## src/dtp_pkg.sv

```systemverilog
// Constants, register map and types of the drive thermal protection block.
// Function
// - Current above reference raises utilization
// - Current below reference lowers utilization, floor zero
// - Utilization warning at configured level, default 95
// - Temperature above warning threshold means overload
// - Warning threshold is margin below shutdown
// - Response 0 derates current or speed
// - Response 0 trips if derating fails
// - Response 1 trips immediately on overload
// - Response 2 lowers pulse frequency, base current held
// - Two-stage: derate when frequency reduction fails
// - Two-stage: trip when both measures fail
// - Pulse frequency returns to setpoint after overload
// - Response 3 lowers frequency only, else trips
// - Response 12 two-stage without setpoint current derating
// - Response 13 frequency only, no setpoint derating
// - Switch sensor at 100 ohm or more: overtemperature
// - PTC above 1650 ohm: overtemperature
// - PTC below 20 ohm: alarm, fault after 100 ms
// - Sensor type: none, PTC, switch
// - Motor response: alarm, limit plus timer, timer
package dtp_pkg;
  // ==========================================================================
  // Clock and timing.
  localparam int CLK_HZ         = 20_000_000;
  localparam int SAMPLE_US      = 1000;
  localparam int SAMPLE_CYC     = SAMPLE_US * (CLK_HZ / 1_000_000);
  localparam int SENSOR_MS      = 100;
  localparam int SENSOR_SAMPLES = SENSOR_MS * 1000 / SAMPLE_US;
  localparam logic [7:0] ESC_SAMPLES   = 8'h0A;
  localparam logic [7:0] MOTOR_SAMPLES = 8'h64;
  // ==========================================================================
  // Register byte offsets.
  localparam logic [7:0] ADDR_CTRL   = 8'h00;
  localparam logic [7:0] ADDR_MARGIN = 8'h04;
  localparam logic [7:0] ADDR_LIMIT  = 8'h08;
  localparam logic [7:0] ADDR_STATUS = 8'h0C;
  localparam logic [7:0] ADDR_TEMPS  = 8'h10;
  // ==========================================================================
  // Reset values and fixed thresholds.
  localparam logic [3:0]  OVL_RESP_RST  = 4'h2;
  localparam logic [2:0]  SENS_NONE     = 3'h0;
  localparam logic [2:0]  SENS_PTC      = 3'h1;
  localparam logic [2:0]  SENS_SWITCH   = 3'h4;
  localparam logic [3:0]  MOT_RESP_RST  = 4'hC;
  localparam logic [3:0]  MOT_ALARM     = 4'h0;
  localparam logic [3:0]  MOT_ILIM      = 4'h1;
  localparam logic [7:0]  HS_MARGIN_RST = 8'h05;
  localparam logic [7:0]  CH_MARGIN_RST = 8'h0F;
  localparam logic [7:0]  UTIL_LVL_RST  = 8'h5F;
  localparam logic [7:0]  HS_SHUT_RST   = 8'h5A;
  localparam logic [7:0]  CH_SHUT_RST   = 8'h96;
  localparam logic [7:0]  PF_SET_RST    = 8'h04;
  localparam logic [7:0]  PF_BASE       = 8'h04;
  localparam logic [7:0]  PF_MIN_RST    = 8'h02;
  localparam logic [15:0] CUR_REF       = 16'h0400;
  localparam logic [15:0] SW_OPEN_OHM   = 16'h0064;
  localparam logic [15:0] PTC_HOT_OHM   = 16'h0672;
  localparam logic [15:0] PTC_SHORT_OHM = 16'h0014;
  localparam logic [24:0] UTIL_FULL     = 25'h100_0000;
  localparam int          UTIL_SHIFT    = 8;
  localparam logic [7:0]  PCT_FULL      = 8'h64;
  // ==========================================================================
  // Overload handling stages.
  typedef enum logic [1:0] {
    DTP_NORMAL,
    DTP_PF_REDUCE,
    DTP_DERATE,
    DTP_TRIP
  } dtp_stage_e;
endpackage : dtp_pkg

```

## src/dtp_top.sv

```systemverilog
// Thermal protection logic with an APB register slave.
//
// Added by the designer: the register addresses and the APB register port.
`timescale 1ns/1ns
`default_nettype none
module dtp_top #(
  parameter int SAMPLE_CYCLES = dtp_pkg::SAMPLE_CYC
) (
  input  wire logic        sys_clk,
  input  wire logic        rst_n,
  input  wire logic        psel,
  input  wire logic        penable,
  input  wire logic        pwrite,
  input  wire logic [7:0]  paddr,
  input  wire logic [31:0] pwdata,
  output var  logic [31:0] prdata,
  output var  logic        pready,
  output var  logic        pslverr,
  input  wire logic [15:0] meas_current,
  input  wire logic [7:0]  heatsink_temp,
  input  wire logic [7:0]  chip_temp,
  input  wire logic [15:0] motor_sensor_ohms,
  output var  logic        utilization_alarm,
  output var  logic        utilization_fault,
  output var  logic        heatsink_temp_alarm,
  output var  logic        heatsink_temp_fault,
  output var  logic        chip_temp_alarm,
  output var  logic        thermal_shutdown_fault,
  output var  logic        sensor_alarm,
  output var  logic        sensor_fault,
  output var  logic        motor_overtemp_alarm,
  output var  logic        motor_overtemp_fault,
  output var  logic        motor_current_limit_reduce,
  output var  logic        current_derate,
  output var  logic        speed_derate,
  output var  logic        base_current_limit,
  output var  logic        motor_off,
  output var  logic [7:0]  pulse_freq_cmd
);

  // ==========================================================================
  // State.
  typedef struct packed {
    logic [3:0]          ovl_sel;
    logic [2:0]          sens_type;
    logic [3:0]          mot_resp;
    logic                vector_mode;
    logic [7:0]          hs_margin;
    logic [7:0]          ch_margin;
    logic [7:0]          util_level;
    logic [7:0]          hs_shut;
    logic [7:0]          ch_shut;
    logic [7:0]          pf_set;
    logic [7:0]          pf_min;
    logic [15:0]         cur1;
    logic [15:0]         cur2;
    logic [7:0]          hs1;
    logic [7:0]          hs2;
    logic [7:0]          ch1;
    logic [7:0]          ch2;
    logic [15:0]         ohm1;
    logic [15:0]         ohm2;
    logic [31:0]         tick_cnt;
    logic [24:0]         acc;
    dtp_pkg::dtp_stage_e stage;
    logic [7:0]          pf;
    logic [7:0]          esc_cnt;
    logic [7:0]          sens_cnt;
    logic [7:0]          mot_cnt;
    logic                util_alarm;
    logic                util_fault;
    logic                hs_alarm;
    logic                hs_fault;
    logic                ch_alarm;
    logic                trip;
    logic                sens_alarm;
    logic                sens_fault;
    logic                mot_alarm;
    logic                mot_fault;
    logic                mot_ilim;
    logic                cur_der;
    logic                spd_der;
    logic                base_lim;
    logic                off;
    logic                pready;
    logic                pslverr;
    logic [31:0]         prdata;
  } dtp_state_s;

  dtp_state_s s_q;
  dtp_state_s s_d;

  // Responses 2 and 12 run two stages; 3 and 13 reduce frequency only.
  function automatic logic dtp_two_stage(input logic [3:0] sel);
    dtp_two_stage = (sel == 4'h2) || (sel == 4'hC);
  endfunction : dtp_two_stage

  function automatic logic dtp_pf_only(input logic [3:0] sel);
    dtp_pf_only = (sel == 4'h3) || (sel == 4'hD);
  endfunction : dtp_pf_only

  logic [31:0] sq_cur;
  logic [31:0] sq_ref;
  logic [31:0] delta;
  logic [24:0] step;
  logic        tick;
  logic        overload;
  logic        mot_hot;
  logic        util_pct_hit;
  logic [7:0]  util_pct;
  logic        access;
  logic        can_reduce;

  always_comb begin
    s_d          = s_q;
    sq_cur       = 32'(s_q.cur2) * 32'(s_q.cur2);
    sq_ref       = 32'(dtp_pkg::CUR_REF) * 32'(dtp_pkg::CUR_REF);
    delta        = 32'h0000_0000;
    step         = 25'h000_0000;
    tick         = (s_q.tick_cnt == 32'(SAMPLE_CYCLES - 1));
    util_pct     = 8'((33'(s_q.acc) * 33'(dtp_pkg::PCT_FULL)) >> 24);
    util_pct_hit = (util_pct >= s_q.util_level);
    mot_hot      = 1'b0;
    access       = psel && penable && !s_q.pready;
    can_reduce   = (s_q.pf > s_q.pf_min);

    // Inputs come from the measurement front end on its own timing.
    s_d.cur1 = meas_current;
    s_d.cur2 = s_q.cur1;
    s_d.hs1  = heatsink_temp;
    s_d.hs2  = s_q.hs1;
    s_d.ch1  = chip_temp;
    s_d.ch2  = s_q.ch1;
    s_d.ohm1 = motor_sensor_ohms;
    s_d.ohm2 = s_q.ohm1;

    overload = (s_q.hs2 > s_q.hs_shut - s_q.hs_margin) ||
               (s_q.ch2 > s_q.ch_shut - s_q.ch_margin);
    // One tick per sample period keeps every threshold on one cadence.
    s_d.tick_cnt = tick ? 32'h0000_0000 : s_q.tick_cnt + 32'h0000_0001;

    // ========================================================================
    // Sampled evaluation.
    if (tick) begin
      if (s_q.cur2 > dtp_pkg::CUR_REF) begin
        delta = sq_cur - sq_ref;
        step  = 25'(delta >> dtp_pkg::UTIL_SHIFT);
        s_d.acc = (dtp_pkg::UTIL_FULL - s_q.acc <= step) ?
                  dtp_pkg::UTIL_FULL : s_q.acc + step;
      end else if (s_q.cur2 < dtp_pkg::CUR_REF) begin
        delta = sq_ref - sq_cur;
        step  = 25'(delta >> dtp_pkg::UTIL_SHIFT);
        s_d.acc = (s_q.acc <= step) ? 25'h000_0000 : s_q.acc - step;
      end
      s_d.util_alarm = util_pct_hit;
      if (s_q.acc >= dtp_pkg::UTIL_FULL) begin
        s_d.util_fault = 1'b1;
      end
      s_d.hs_alarm = s_q.hs2 > s_q.hs_shut - s_q.hs_margin;
      s_d.ch_alarm = s_q.ch2 > s_q.ch_shut - s_q.ch_margin;
      if (s_q.hs2 >= s_q.hs_shut) begin
        s_d.hs_fault = 1'b1;
      end

      // Power unit overload response.
      case (s_q.stage)
        dtp_pkg::DTP_NORMAL: begin
          s_d.esc_cnt = 8'h00;
          if (s_q.pf < s_q.pf_set) begin
            s_d.pf = s_q.pf + 8'h01;
          end else begin
            s_d.pf = s_q.pf_set;
          end
          if (overload || util_pct_hit) begin
            if (s_q.ovl_sel == 4'h1) begin
              s_d.stage = dtp_pkg::DTP_TRIP;
            end else if (s_q.ovl_sel == 4'h0) begin
              s_d.stage = dtp_pkg::DTP_DERATE;
            end else if (can_reduce) begin
              s_d.stage = dtp_pkg::DTP_PF_REDUCE;
            end else if (dtp_two_stage(s_q.ovl_sel)) begin
              s_d.stage = dtp_pkg::DTP_DERATE;
            end else begin
              s_d.stage = dtp_pkg::DTP_TRIP;
            end
          end
        end
        dtp_pkg::DTP_PF_REDUCE: begin
          if (!(overload || util_pct_hit)) begin
            s_d.stage = dtp_pkg::DTP_NORMAL;
          end else if (can_reduce) begin
            s_d.pf = s_q.pf - 8'h01;
          end else if (dtp_two_stage(s_q.ovl_sel)) begin
            s_d.stage = dtp_pkg::DTP_DERATE;
          end else begin
            s_d.stage = dtp_pkg::DTP_TRIP;
          end
        end
        dtp_pkg::DTP_DERATE: begin
          if (!(overload || util_pct_hit)) begin
            s_d.stage = dtp_pkg::DTP_NORMAL;
          end else if (s_q.esc_cnt >= dtp_pkg::ESC_SAMPLES - 8'h01) begin
            s_d.stage = dtp_pkg::DTP_TRIP;
          end else begin
            s_d.esc_cnt = s_q.esc_cnt + 8'h01;
          end
        end
        dtp_pkg::DTP_TRIP: begin
          s_d.trip = 1'b1;
        end
        default: begin
          s_d.stage = dtp_pkg::DTP_TRIP;
        end
      endcase

      // A chip at its shutdown temperature trips whatever the step chose.
      if (s_q.ch2 >= s_q.ch_shut) begin
        s_d.stage = dtp_pkg::DTP_TRIP;
      end

      // Motor sensor classification.
      s_d.sens_alarm = 1'b0;
      case (s_q.sens_type)
        dtp_pkg::SENS_SWITCH: begin
          mot_hot = (s_q.ohm2 >= dtp_pkg::SW_OPEN_OHM);
        end
        dtp_pkg::SENS_PTC: begin
          mot_hot = (s_q.ohm2 > dtp_pkg::PTC_HOT_OHM);
          s_d.sens_alarm = (s_q.ohm2 < dtp_pkg::PTC_SHORT_OHM);
        end
        default: begin
          mot_hot = 1'b0;
        end
      endcase
      if (s_d.sens_alarm) begin
        if (s_q.sens_cnt >= 8'(dtp_pkg::SENSOR_SAMPLES)) begin
          s_d.sens_fault = 1'b1;
        end else begin
          s_d.sens_cnt = s_q.sens_cnt + 8'h01;
        end
      end else begin
        s_d.sens_cnt = 8'h00;
      end
      s_d.mot_alarm = mot_hot;
      s_d.mot_ilim  = mot_hot && (s_q.mot_resp == dtp_pkg::MOT_ILIM);
      // The alarm-only response never starts the shutdown timer.
      if (mot_hot && (s_q.mot_resp != dtp_pkg::MOT_ALARM)) begin
        if (s_q.mot_cnt >= dtp_pkg::MOTOR_SAMPLES - 8'h01) begin
          s_d.mot_fault = 1'b1;
        end else begin
          s_d.mot_cnt = s_q.mot_cnt + 8'h01;
        end
      end else begin
        s_d.mot_cnt = 8'h00;
      end
    end

    // ========================================================================
    // Derived commands.
    // Derating follows the next stage, so it starts on the entering edge.
    s_d.cur_der = (s_d.stage == dtp_pkg::DTP_DERATE) && s_q.vector_mode;
    s_d.spd_der = (s_d.stage == dtp_pkg::DTP_DERATE) && !s_q.vector_mode;
    // Current is held at the setpoint's base-load value only for 2 and 3.
    s_d.base_lim = (s_q.pf_set > dtp_pkg::PF_BASE) &&
                   ((s_q.ovl_sel == 4'h2) || (s_q.ovl_sel == 4'h3));
    if (dtp_pf_only(s_q.ovl_sel) && s_q.pf_set > dtp_pkg::PF_BASE) begin
      s_d.base_lim = s_q.ovl_sel == 4'h3;
    end
    s_d.off = s_d.trip || s_d.util_fault || s_d.hs_fault ||
              s_d.sens_fault || s_d.mot_fault;

    // ========================================================================
    // APB slave; one wait state, so every access ends on its second edge.
    s_d.pready  = access;
    s_d.pslverr = 1'b0;
    if (access) begin
      s_d.prdata = 32'h0000_0000;
      case (paddr)
        dtp_pkg::ADDR_CTRL: begin
          s_d.prdata = {7'h00, s_q.vector_mode, 4'h0, s_q.mot_resp,
                        5'h00, s_q.sens_type, 4'h0, s_q.ovl_sel};
          if (pwrite) begin
            s_d.ovl_sel     = pwdata[3:0];
            s_d.sens_type   = pwdata[10:8];
            s_d.mot_resp    = pwdata[19:16];
            s_d.vector_mode = pwdata[24];
            // A clear written on a tick is ignored, whether or not a fault is raised in that sample.
            if (pwdata[31] && !tick) begin
              s_d.trip       = 1'b0;
              s_d.util_fault = 1'b0;
              s_d.hs_fault   = 1'b0;
              s_d.sens_fault = 1'b0;
              s_d.mot_fault  = 1'b0;
              s_d.stage      = dtp_pkg::DTP_NORMAL;
            end
          end
        end
        dtp_pkg::ADDR_MARGIN: begin
          s_d.prdata = {8'h00, s_q.util_level, s_q.ch_margin, s_q.hs_margin};
          if (pwrite) begin
            s_d.hs_margin  = pwdata[7:0];
            s_d.ch_margin  = pwdata[15:8];
            s_d.util_level = pwdata[23:16];
          end
        end
        dtp_pkg::ADDR_LIMIT: begin
          s_d.prdata = {s_q.pf_min, s_q.pf_set, s_q.ch_shut, s_q.hs_shut};
          if (pwrite) begin
            s_d.hs_shut = pwdata[7:0];
            s_d.ch_shut = pwdata[15:8];
            s_d.pf_set  = pwdata[23:16];
            s_d.pf_min  = pwdata[31:24];
          end
        end
        dtp_pkg::ADDR_STATUS: begin
          s_d.prdata = {s_q.pf, util_pct, 2'h0, s_q.stage, s_q.off,
                        s_q.mot_ilim, s_q.mot_fault, s_q.mot_alarm,
                        s_q.sens_fault, s_q.sens_alarm, s_q.trip,
                        s_q.ch_alarm, s_q.hs_fault, s_q.hs_alarm,
                        s_q.util_fault, s_q.util_alarm};
        end
        dtp_pkg::ADDR_TEMPS: begin
          s_d.prdata = {16'h0000, s_q.ch2, s_q.hs2};
        end
        default: begin
          s_d.pslverr = 1'b1;
        end
      endcase
    end
  end

  always_ff @(posedge sys_clk or negedge rst_n) begin
    if (!rst_n) begin
      s_q             <= '0;
      s_q.ovl_sel     <= dtp_pkg::OVL_RESP_RST;
      s_q.sens_type   <= dtp_pkg::SENS_NONE;
      s_q.mot_resp    <= dtp_pkg::MOT_RESP_RST;
      s_q.vector_mode <= 1'b1;
      s_q.hs_margin   <= dtp_pkg::HS_MARGIN_RST;
      s_q.ch_margin   <= dtp_pkg::CH_MARGIN_RST;
      s_q.util_level  <= dtp_pkg::UTIL_LVL_RST;
      s_q.hs_shut     <= dtp_pkg::HS_SHUT_RST;
      s_q.ch_shut     <= dtp_pkg::CH_SHUT_RST;
      s_q.pf_set      <= dtp_pkg::PF_SET_RST;
      s_q.pf_min      <= dtp_pkg::PF_MIN_RST;
      s_q.pf          <= dtp_pkg::PF_SET_RST;
      s_q.stage       <= dtp_pkg::DTP_NORMAL;
    end else begin
      s_q <= s_d;
    end
  end

  // ==========================================================================
  // Outputs.
  assign prdata                     = s_q.prdata;
  assign pready                     = s_q.pready;
  assign pslverr                    = s_q.pslverr;
  assign utilization_alarm          = s_q.util_alarm;
  assign utilization_fault          = s_q.util_fault;
  assign heatsink_temp_alarm        = s_q.hs_alarm;
  assign heatsink_temp_fault        = s_q.hs_fault;
  assign chip_temp_alarm            = s_q.ch_alarm;
  assign thermal_shutdown_fault     = s_q.trip;
  assign sensor_alarm               = s_q.sens_alarm;
  assign sensor_fault               = s_q.sens_fault;
  assign motor_overtemp_alarm       = s_q.mot_alarm;
  assign motor_overtemp_fault       = s_q.mot_fault;
  assign motor_current_limit_reduce = s_q.mot_ilim;
  assign current_derate             = s_q.cur_der;
  assign speed_derate               = s_q.spd_der;
  assign base_current_limit         = s_q.base_lim;
  assign motor_off                  = s_q.off;
  assign pulse_freq_cmd             = s_q.pf;

endmodule : dtp_top
`default_nettype wire

```

## config.mk

```make
export PLATFORM = sky130hd
export DESIGN_NAME = dtp_top
export DESIGN_NICKNAME = d
export VERILOG_FILES = /design/src/dtp_pkg.sv /design/src/dtp_top.sv
export SDC_FILE = /design/constraint.sdc
export NUM_CORES = 1
export LEC_CHECK = 0
export BUFFER_PORTS_ARGS = -buffer_cell sky130_fd_sc_hd__buf_2
export CORE_MARGIN = 1.5
export CORE_UTILIZATION = 45
export CTS_BUF_LIST = sky130_fd_sc_hd__clkbuf_2 sky130_fd_sc_hd__clkbuf_4 sky130_fd_sc_hd__clkbuf_8
export DETAILED_ROUTE_END_ITERATION = 6
export GPL_TIMING_DRIVEN = 0
export PLACE_DENSITY = 0.65
export SYNTH_ARGS = -nofsm -noshare
export SYNTH_HDL_FRONTEND = slang
export SYNTH_SLANG_ARGS = --single-unit
```

## constraint.sdc

```tcl
create_clock -name sys_clk -period 19.91 [get_ports sys_clk]
set_clock_uncertainty 0.05 [all_clocks]
set_input_delay 3.982 -clock sys_clk [delete_from_list [all_inputs] [get_ports sys_clk]]
set_output_delay 3.982 -clock sys_clk [all_outputs]
set_load 0.01 [all_outputs]
```

# ---- Yosys cells after proc, flatten, opt, wreduce, memory -nomap -nowiden
# Index checks and enable logic that the tools add are counted.
dict set report op_classes {
  n_addsub 13
  multipliers 2
  order_cmp 19
  n_eq_ne 23
  n_mux 67
  reduce_logical 37
}
# op count
set op_table {}
lappend op_table {{one-hot mux 32 bit (5 select lines)} 1}
lappend op_table {{two-way mux 25 bit} 4}
lappend op_table {{two-way mux 8 bit} 9}
lappend op_table {{less-or-equal comparator 25 x 24 -> 1 bit} 2}
lappend op_table {{two-way mux 45 bit} 1}
lappend op_table {{two-way mux 1 bit} 33}
lappend op_table {{two-way mux 33 bit} 1}
lappend op_table {{adder 32 x 1 -> 32 bit (second input constant)} 1}
lappend op_table {{adder 8 x 1 -> 8 bit (second input constant)} 4}
lappend op_table {{== test 32 x 15 -> 1 bit (second input constant)} 1}
lappend op_table {{greater-than comparator 16 x 11 -> 1 bit (second input constant)} 2}
lappend op_table {{multiplier 16 x 16 -> 32 bit} 1}
lappend op_table {{two-way mux 32 bit} 1}
lappend op_table {{one-hot mux 8 bit (2 select lines)} 2}
lappend op_table {{subtractor 21 x 32 -> 32 bit (first input constant)} 1}
lappend op_table {{subtractor 32 x 21 -> 32 bit (second input constant)} 1}
lappend op_table {{multiplier 25 x 5 -> 30 bit (second input constant)} 1}
lappend op_table {{two-way mux 2 bit} 13}
lappend op_table {{adder 25 x 24 -> 25 bit} 1}
lappend op_table {{>= comparator 25 bit (second input constant)} 1}
lappend op_table {{subtractor 25 x 24 -> 25 bit} 1}
lappend op_table {{subtractor 25 bit (first input constant)} 1}
lappend op_table {{>= comparator 8 bit} 3}
lappend op_table {{greater-than comparator 8 bit} 3}
lappend op_table {{other kinds (34)} 72}
dict set report word_totals {
  reg_bits 304
  inputBits 93
  out_inout_bits 57
}

# ---- Logic depth before layout (Yosys ltp)
dict set report logic_depth {
  word_depth 14
  depth_mapped 42
  depth_no_buf 37
}

# ---- Worst setup path before layout
# Ideal clock, no wire load.
dict set report synth_path {
  kind {reg-to-reg}
  from {reg s_q[209] (netlist bit)}
  to {reg s_q[103] (netlist bit)}
  setup_ns 0.137
  arrival_ns 8.821
  slack_ns 10.902
  stages_incl_launch_ff 38
  path_buffers 4
  period_less_slack_ns 9.008
  cell_sequence {dfrtp_1 -> clkbuf_1 -> clkbuf_1 -> nand2_1 -> inv_1 -> fa_1 -> inv_1 -> fa_1 -> inv_1 -> fa_1 -> fa_1 -> fa_1 -> inv_1 -> fa_1 -> inv_1 -> ha_1 -> clkbuf_1 -> nand2_1 -> [... 2 more ...] -> o21ai_1 -> a21oi_1 -> xor2_1 -> nand2_1 -> or4_1 -> xor2_1 -> ha_1 -> nand3_1 -> nor2_1 -> nand4b_1 -> nor4_1 -> nor2_1 -> nor2_1 -> o41ai_1 -> nand2_1 -> clkbuf_1 -> o221ai_1 -> a21boi_0}
}
dict set report synth_between {
  elab_chain_len 6
  word_cells_on_any_way 15
}
# item line
set synth_lines {}
lappend synth_lines {{start: declaration} dtp_top.sv:90} ;# dtp_state_s s_q;
lappend synth_lines {{multiplier 16 x 16 -> 32 bit} dtp_top.sv:116} ;# sq_cur = 32'(s_q.cur2) * 32'(s_q.cur2);
lappend synth_lines {{subtractor 21 x 32 -> 32 bit} dtp_top.sv:151} ;# delta = sq_ref - sq_cur;
lappend synth_lines {{subtractor 25 x 24 -> 25 bit or less-or-equal comparator 25 x 24 -> 1 bit (tied branches)} dtp_top.sv:153} ;# s_d.acc = (s_q.acc <= step) ? 25'h000_0000 : s_q.acc - step;
lappend synth_lines {{two-way mux 25 bit} dtp_top.sv:153}
lappend synth_lines {{two-way mux 25 bit} dtp_top.sv:150} ;# end else if (s_q.cur2 < dtp_pkg::CUR_REF) begin
lappend synth_lines {{two-way mux 25 bit} dtp_top.sv:145} ;# if (s_q.cur2 > dtp_pkg::CUR_REF) begin
# Several ways; a longest one is shown, not always the timed one. The select of a mux whose other input is x is not followed.
# A chain may end at the register's enable or synchronous reset.

# ---- Final worst setup path
# Ends and elaborated chain as after synthesis.

==> qor.yml <==
final.fill_count: 5874
hold_viol: 0
drive_above_1_share_pct: 12.6
critPathRequiredTime_ps: 20370
ys_ff_latch: 304
start_util_pct: 45.5
post-route-period-util_pct: 58.8
path_clk_slew_ps: 60
ys_async_sr_fraction_pct: 100
vias: 22000
tns_ps: 0
synth_top_flop_cell: "dfrtp_1"
postRouteAntennaNets: 0
synth_top_cell_by_area: "dfrtp_1"
grt_util_all_layers_pct: 22.9
wl_per_cell_um: 17.5
synth.net_count: 3648
violations: "DRC"
core_region_area_um2: 61700
reg2reg_from: "s_q[209]"
drv_slew: 0
grt_max_degree: 123
max_stage_delay_ps: 800
timing.fmax_mhz: 85.5
synthTopCellsByArea: "dfrtp_1, ha_1, fa_1, inv_1, xnor2_1"
drcViolationCount: 1
maxCapViolCount: 0
end_kind: "flop"
fin_nets: 3857
vias_per_cell: 5.36
cts_resized: 0
criticalPathCategory: "reg -> reg"
synth-edff-count: 0
startpoint_type: "flop"
seq_area_frac_synth_pct: 27.2
die_h_um: 253
synth_cell_types: 89
slowest_stage: "nor4_1"
max_slew_margin_pct: 13.5
yosysWarnings: 0
firstDrtPassIters: 7
grt_pass1_wl_um: 116000
clk_latency_ps: 690
dp.final_hpwl_um: 57300
crit_path_start: "s_q[209]"
gp_congestion: 0.919
antenna_found_initial: 1
arrival_ps: 12160
synthCells: 3013
place_ws_ps: 8460
status: "finished with violations"
htree_levels: 2
dieArea_um2: 63900
overflow: 0
cts_sinks: 304
syn-cell-area_um2: 28100
syn_area_per_cell_um2: 9.32
area_growth_pct: 11.0
hold_start: "s_d[207]"
cts_buffers: 54
cp_max_fo: 10
hold_slack_ps: 293
hold_path.class: "reg -> reg"
row_count: 91
io_pins: 150
routed_wirelength_um: 71900
cp_top_family: "simple AND/OR/NAND/NOR gates"
setup_viol: 0
post-cts-setup-buffers: 0
cts_root_buf: "clkbuf_8"
fin_ws_ps: 8210
clockBufferDepth: 3
cts-hold-fix-buffers: 0
die_width_um: 253
period_needed_ps: 11700
drtIter0Drc: 1390
worst_slew_pin_slew_ps: 1280
netlist.area_leader.share_pct: 24.7
rsz0062_at_grt: "false"
grt_pass1_vias: 21700
cts_tree: "built"
timing.critical_path.buf_inv: 10
portBuffers: 149
crit_top_cell: "fa_1"
[routing by layer]
metal	wire, um	track usage [%]	vias to the layer above
met4	1530	5.70	0
met3	4070	3.26	98
met2	32100	35.7	552
met1	34200	33.3	10700
li1	-	-	10600
met5	0	0	-
[synth_stat cells (39+ instances only)]
master / number
fa_1: 183
a21o_1: 87
a21oi_1: 134
xnor2_1: 126
clkbuf_1: 83
nand3_1: 58
buf_4: 40
xor2_1: 64
nor2_1: 151
nand2_1: 246
and2_1: 56
nor3_1: 39
o21ai_0: 129
mux2_2: 45
ha_1: 359
inv_1: 460
dfrtp_1: 277
[cells in the final DEF, fill, tap and decap left out, types with 83 or more instances in the layout]
| cell | n |
|---|---|
| inv_1 | 460 |
| dfrtp_1 | 277 |
| a21oi_1 | 134 |
| nand2_1 | 246 |
| xnor2_1 | 126 |
| fa_1 | 183 |
| nor2_1 | 151 |
| clkbuf_1 | 83 |
| ha_1 | 359 |
| buf_2 | 148 |
| o21ai_0 | 129 |
| a21o_1 | 87 |
[per-stage QoR]
step | std cells | instance area (um^2) | utilization, %
floorplan | 3013 | 28100 | -
finish | 4103 | 31200 | 50.5
CTS | 4101 | 31200 | 50.5
global placement | 3999 | 29900 | 48.4
global route | 4103 | 31200 | 50.5
detailed placement | 4002 | 30000 | 48.6
[flip-flops by register name, indices dropped and copies added (netlist names), 8 cells and up]
signal,cells
s_q,199
s_d,48
prdata,32
pulse_freq_cmd,8
[kinds of logic after synthesis]
group           after synthesis  synth area share, %
compound gates              595                 14.3
xor+xnor                    190                 5.92
fa+ha+maj                   542                 29.0
buf+inv                     589                 8.40
flops                       304                 27.2
mux                          60                 2.47
simple gates                733                 12.7
[final timing paths]
| check | slack (ps) | depth (start not counted) | endpoint |
|---|---|---|---|
| min | 290 | 0 | s_q[207] |
| min reg2reg | 290 | 0 | s_q[207] |
| max reg2reg | 8210 | 38 | s_q[103] |
| max in group asynchronous | 15340 | 2 | s_q[209] |
| min in group asynchronous | 3280 | 1 | pulse_freq_cmd[4] |
| max | 8210 | 38 | s_q[103] |
[worst register-to-register path, delay by kind of cell, from the launching register on]
kind	cells	cell delay [ps]
DFF	1	330
adders and majority gates	8	3350
xor gates and xnor gates	2	360
buffers and inverters	10	2520
AOI/OAI and AO/OA	5	1420
and+or+nand+nor	13	3540
[final cells by class]
cell class,count,area (um^2),area share [%]
Inverter,463,1740,5.57
Antenna cell,1,2.50,0.00803
Buffer,126,623,2.00
Timing Repair Buffer,153,830,2.66
Clock inverter,18,178,0.570
Multi-Input combinational cell,2120,18100,58.1
Sequential cell,304,7640,24.5
Clock buffer,81,1010,3.25
Tap cell,837,1050,3.36
Power is left out: the tool's default activity adds up to more than one toggle a clock period on the data nets, which glitch-free logic cannot reach.
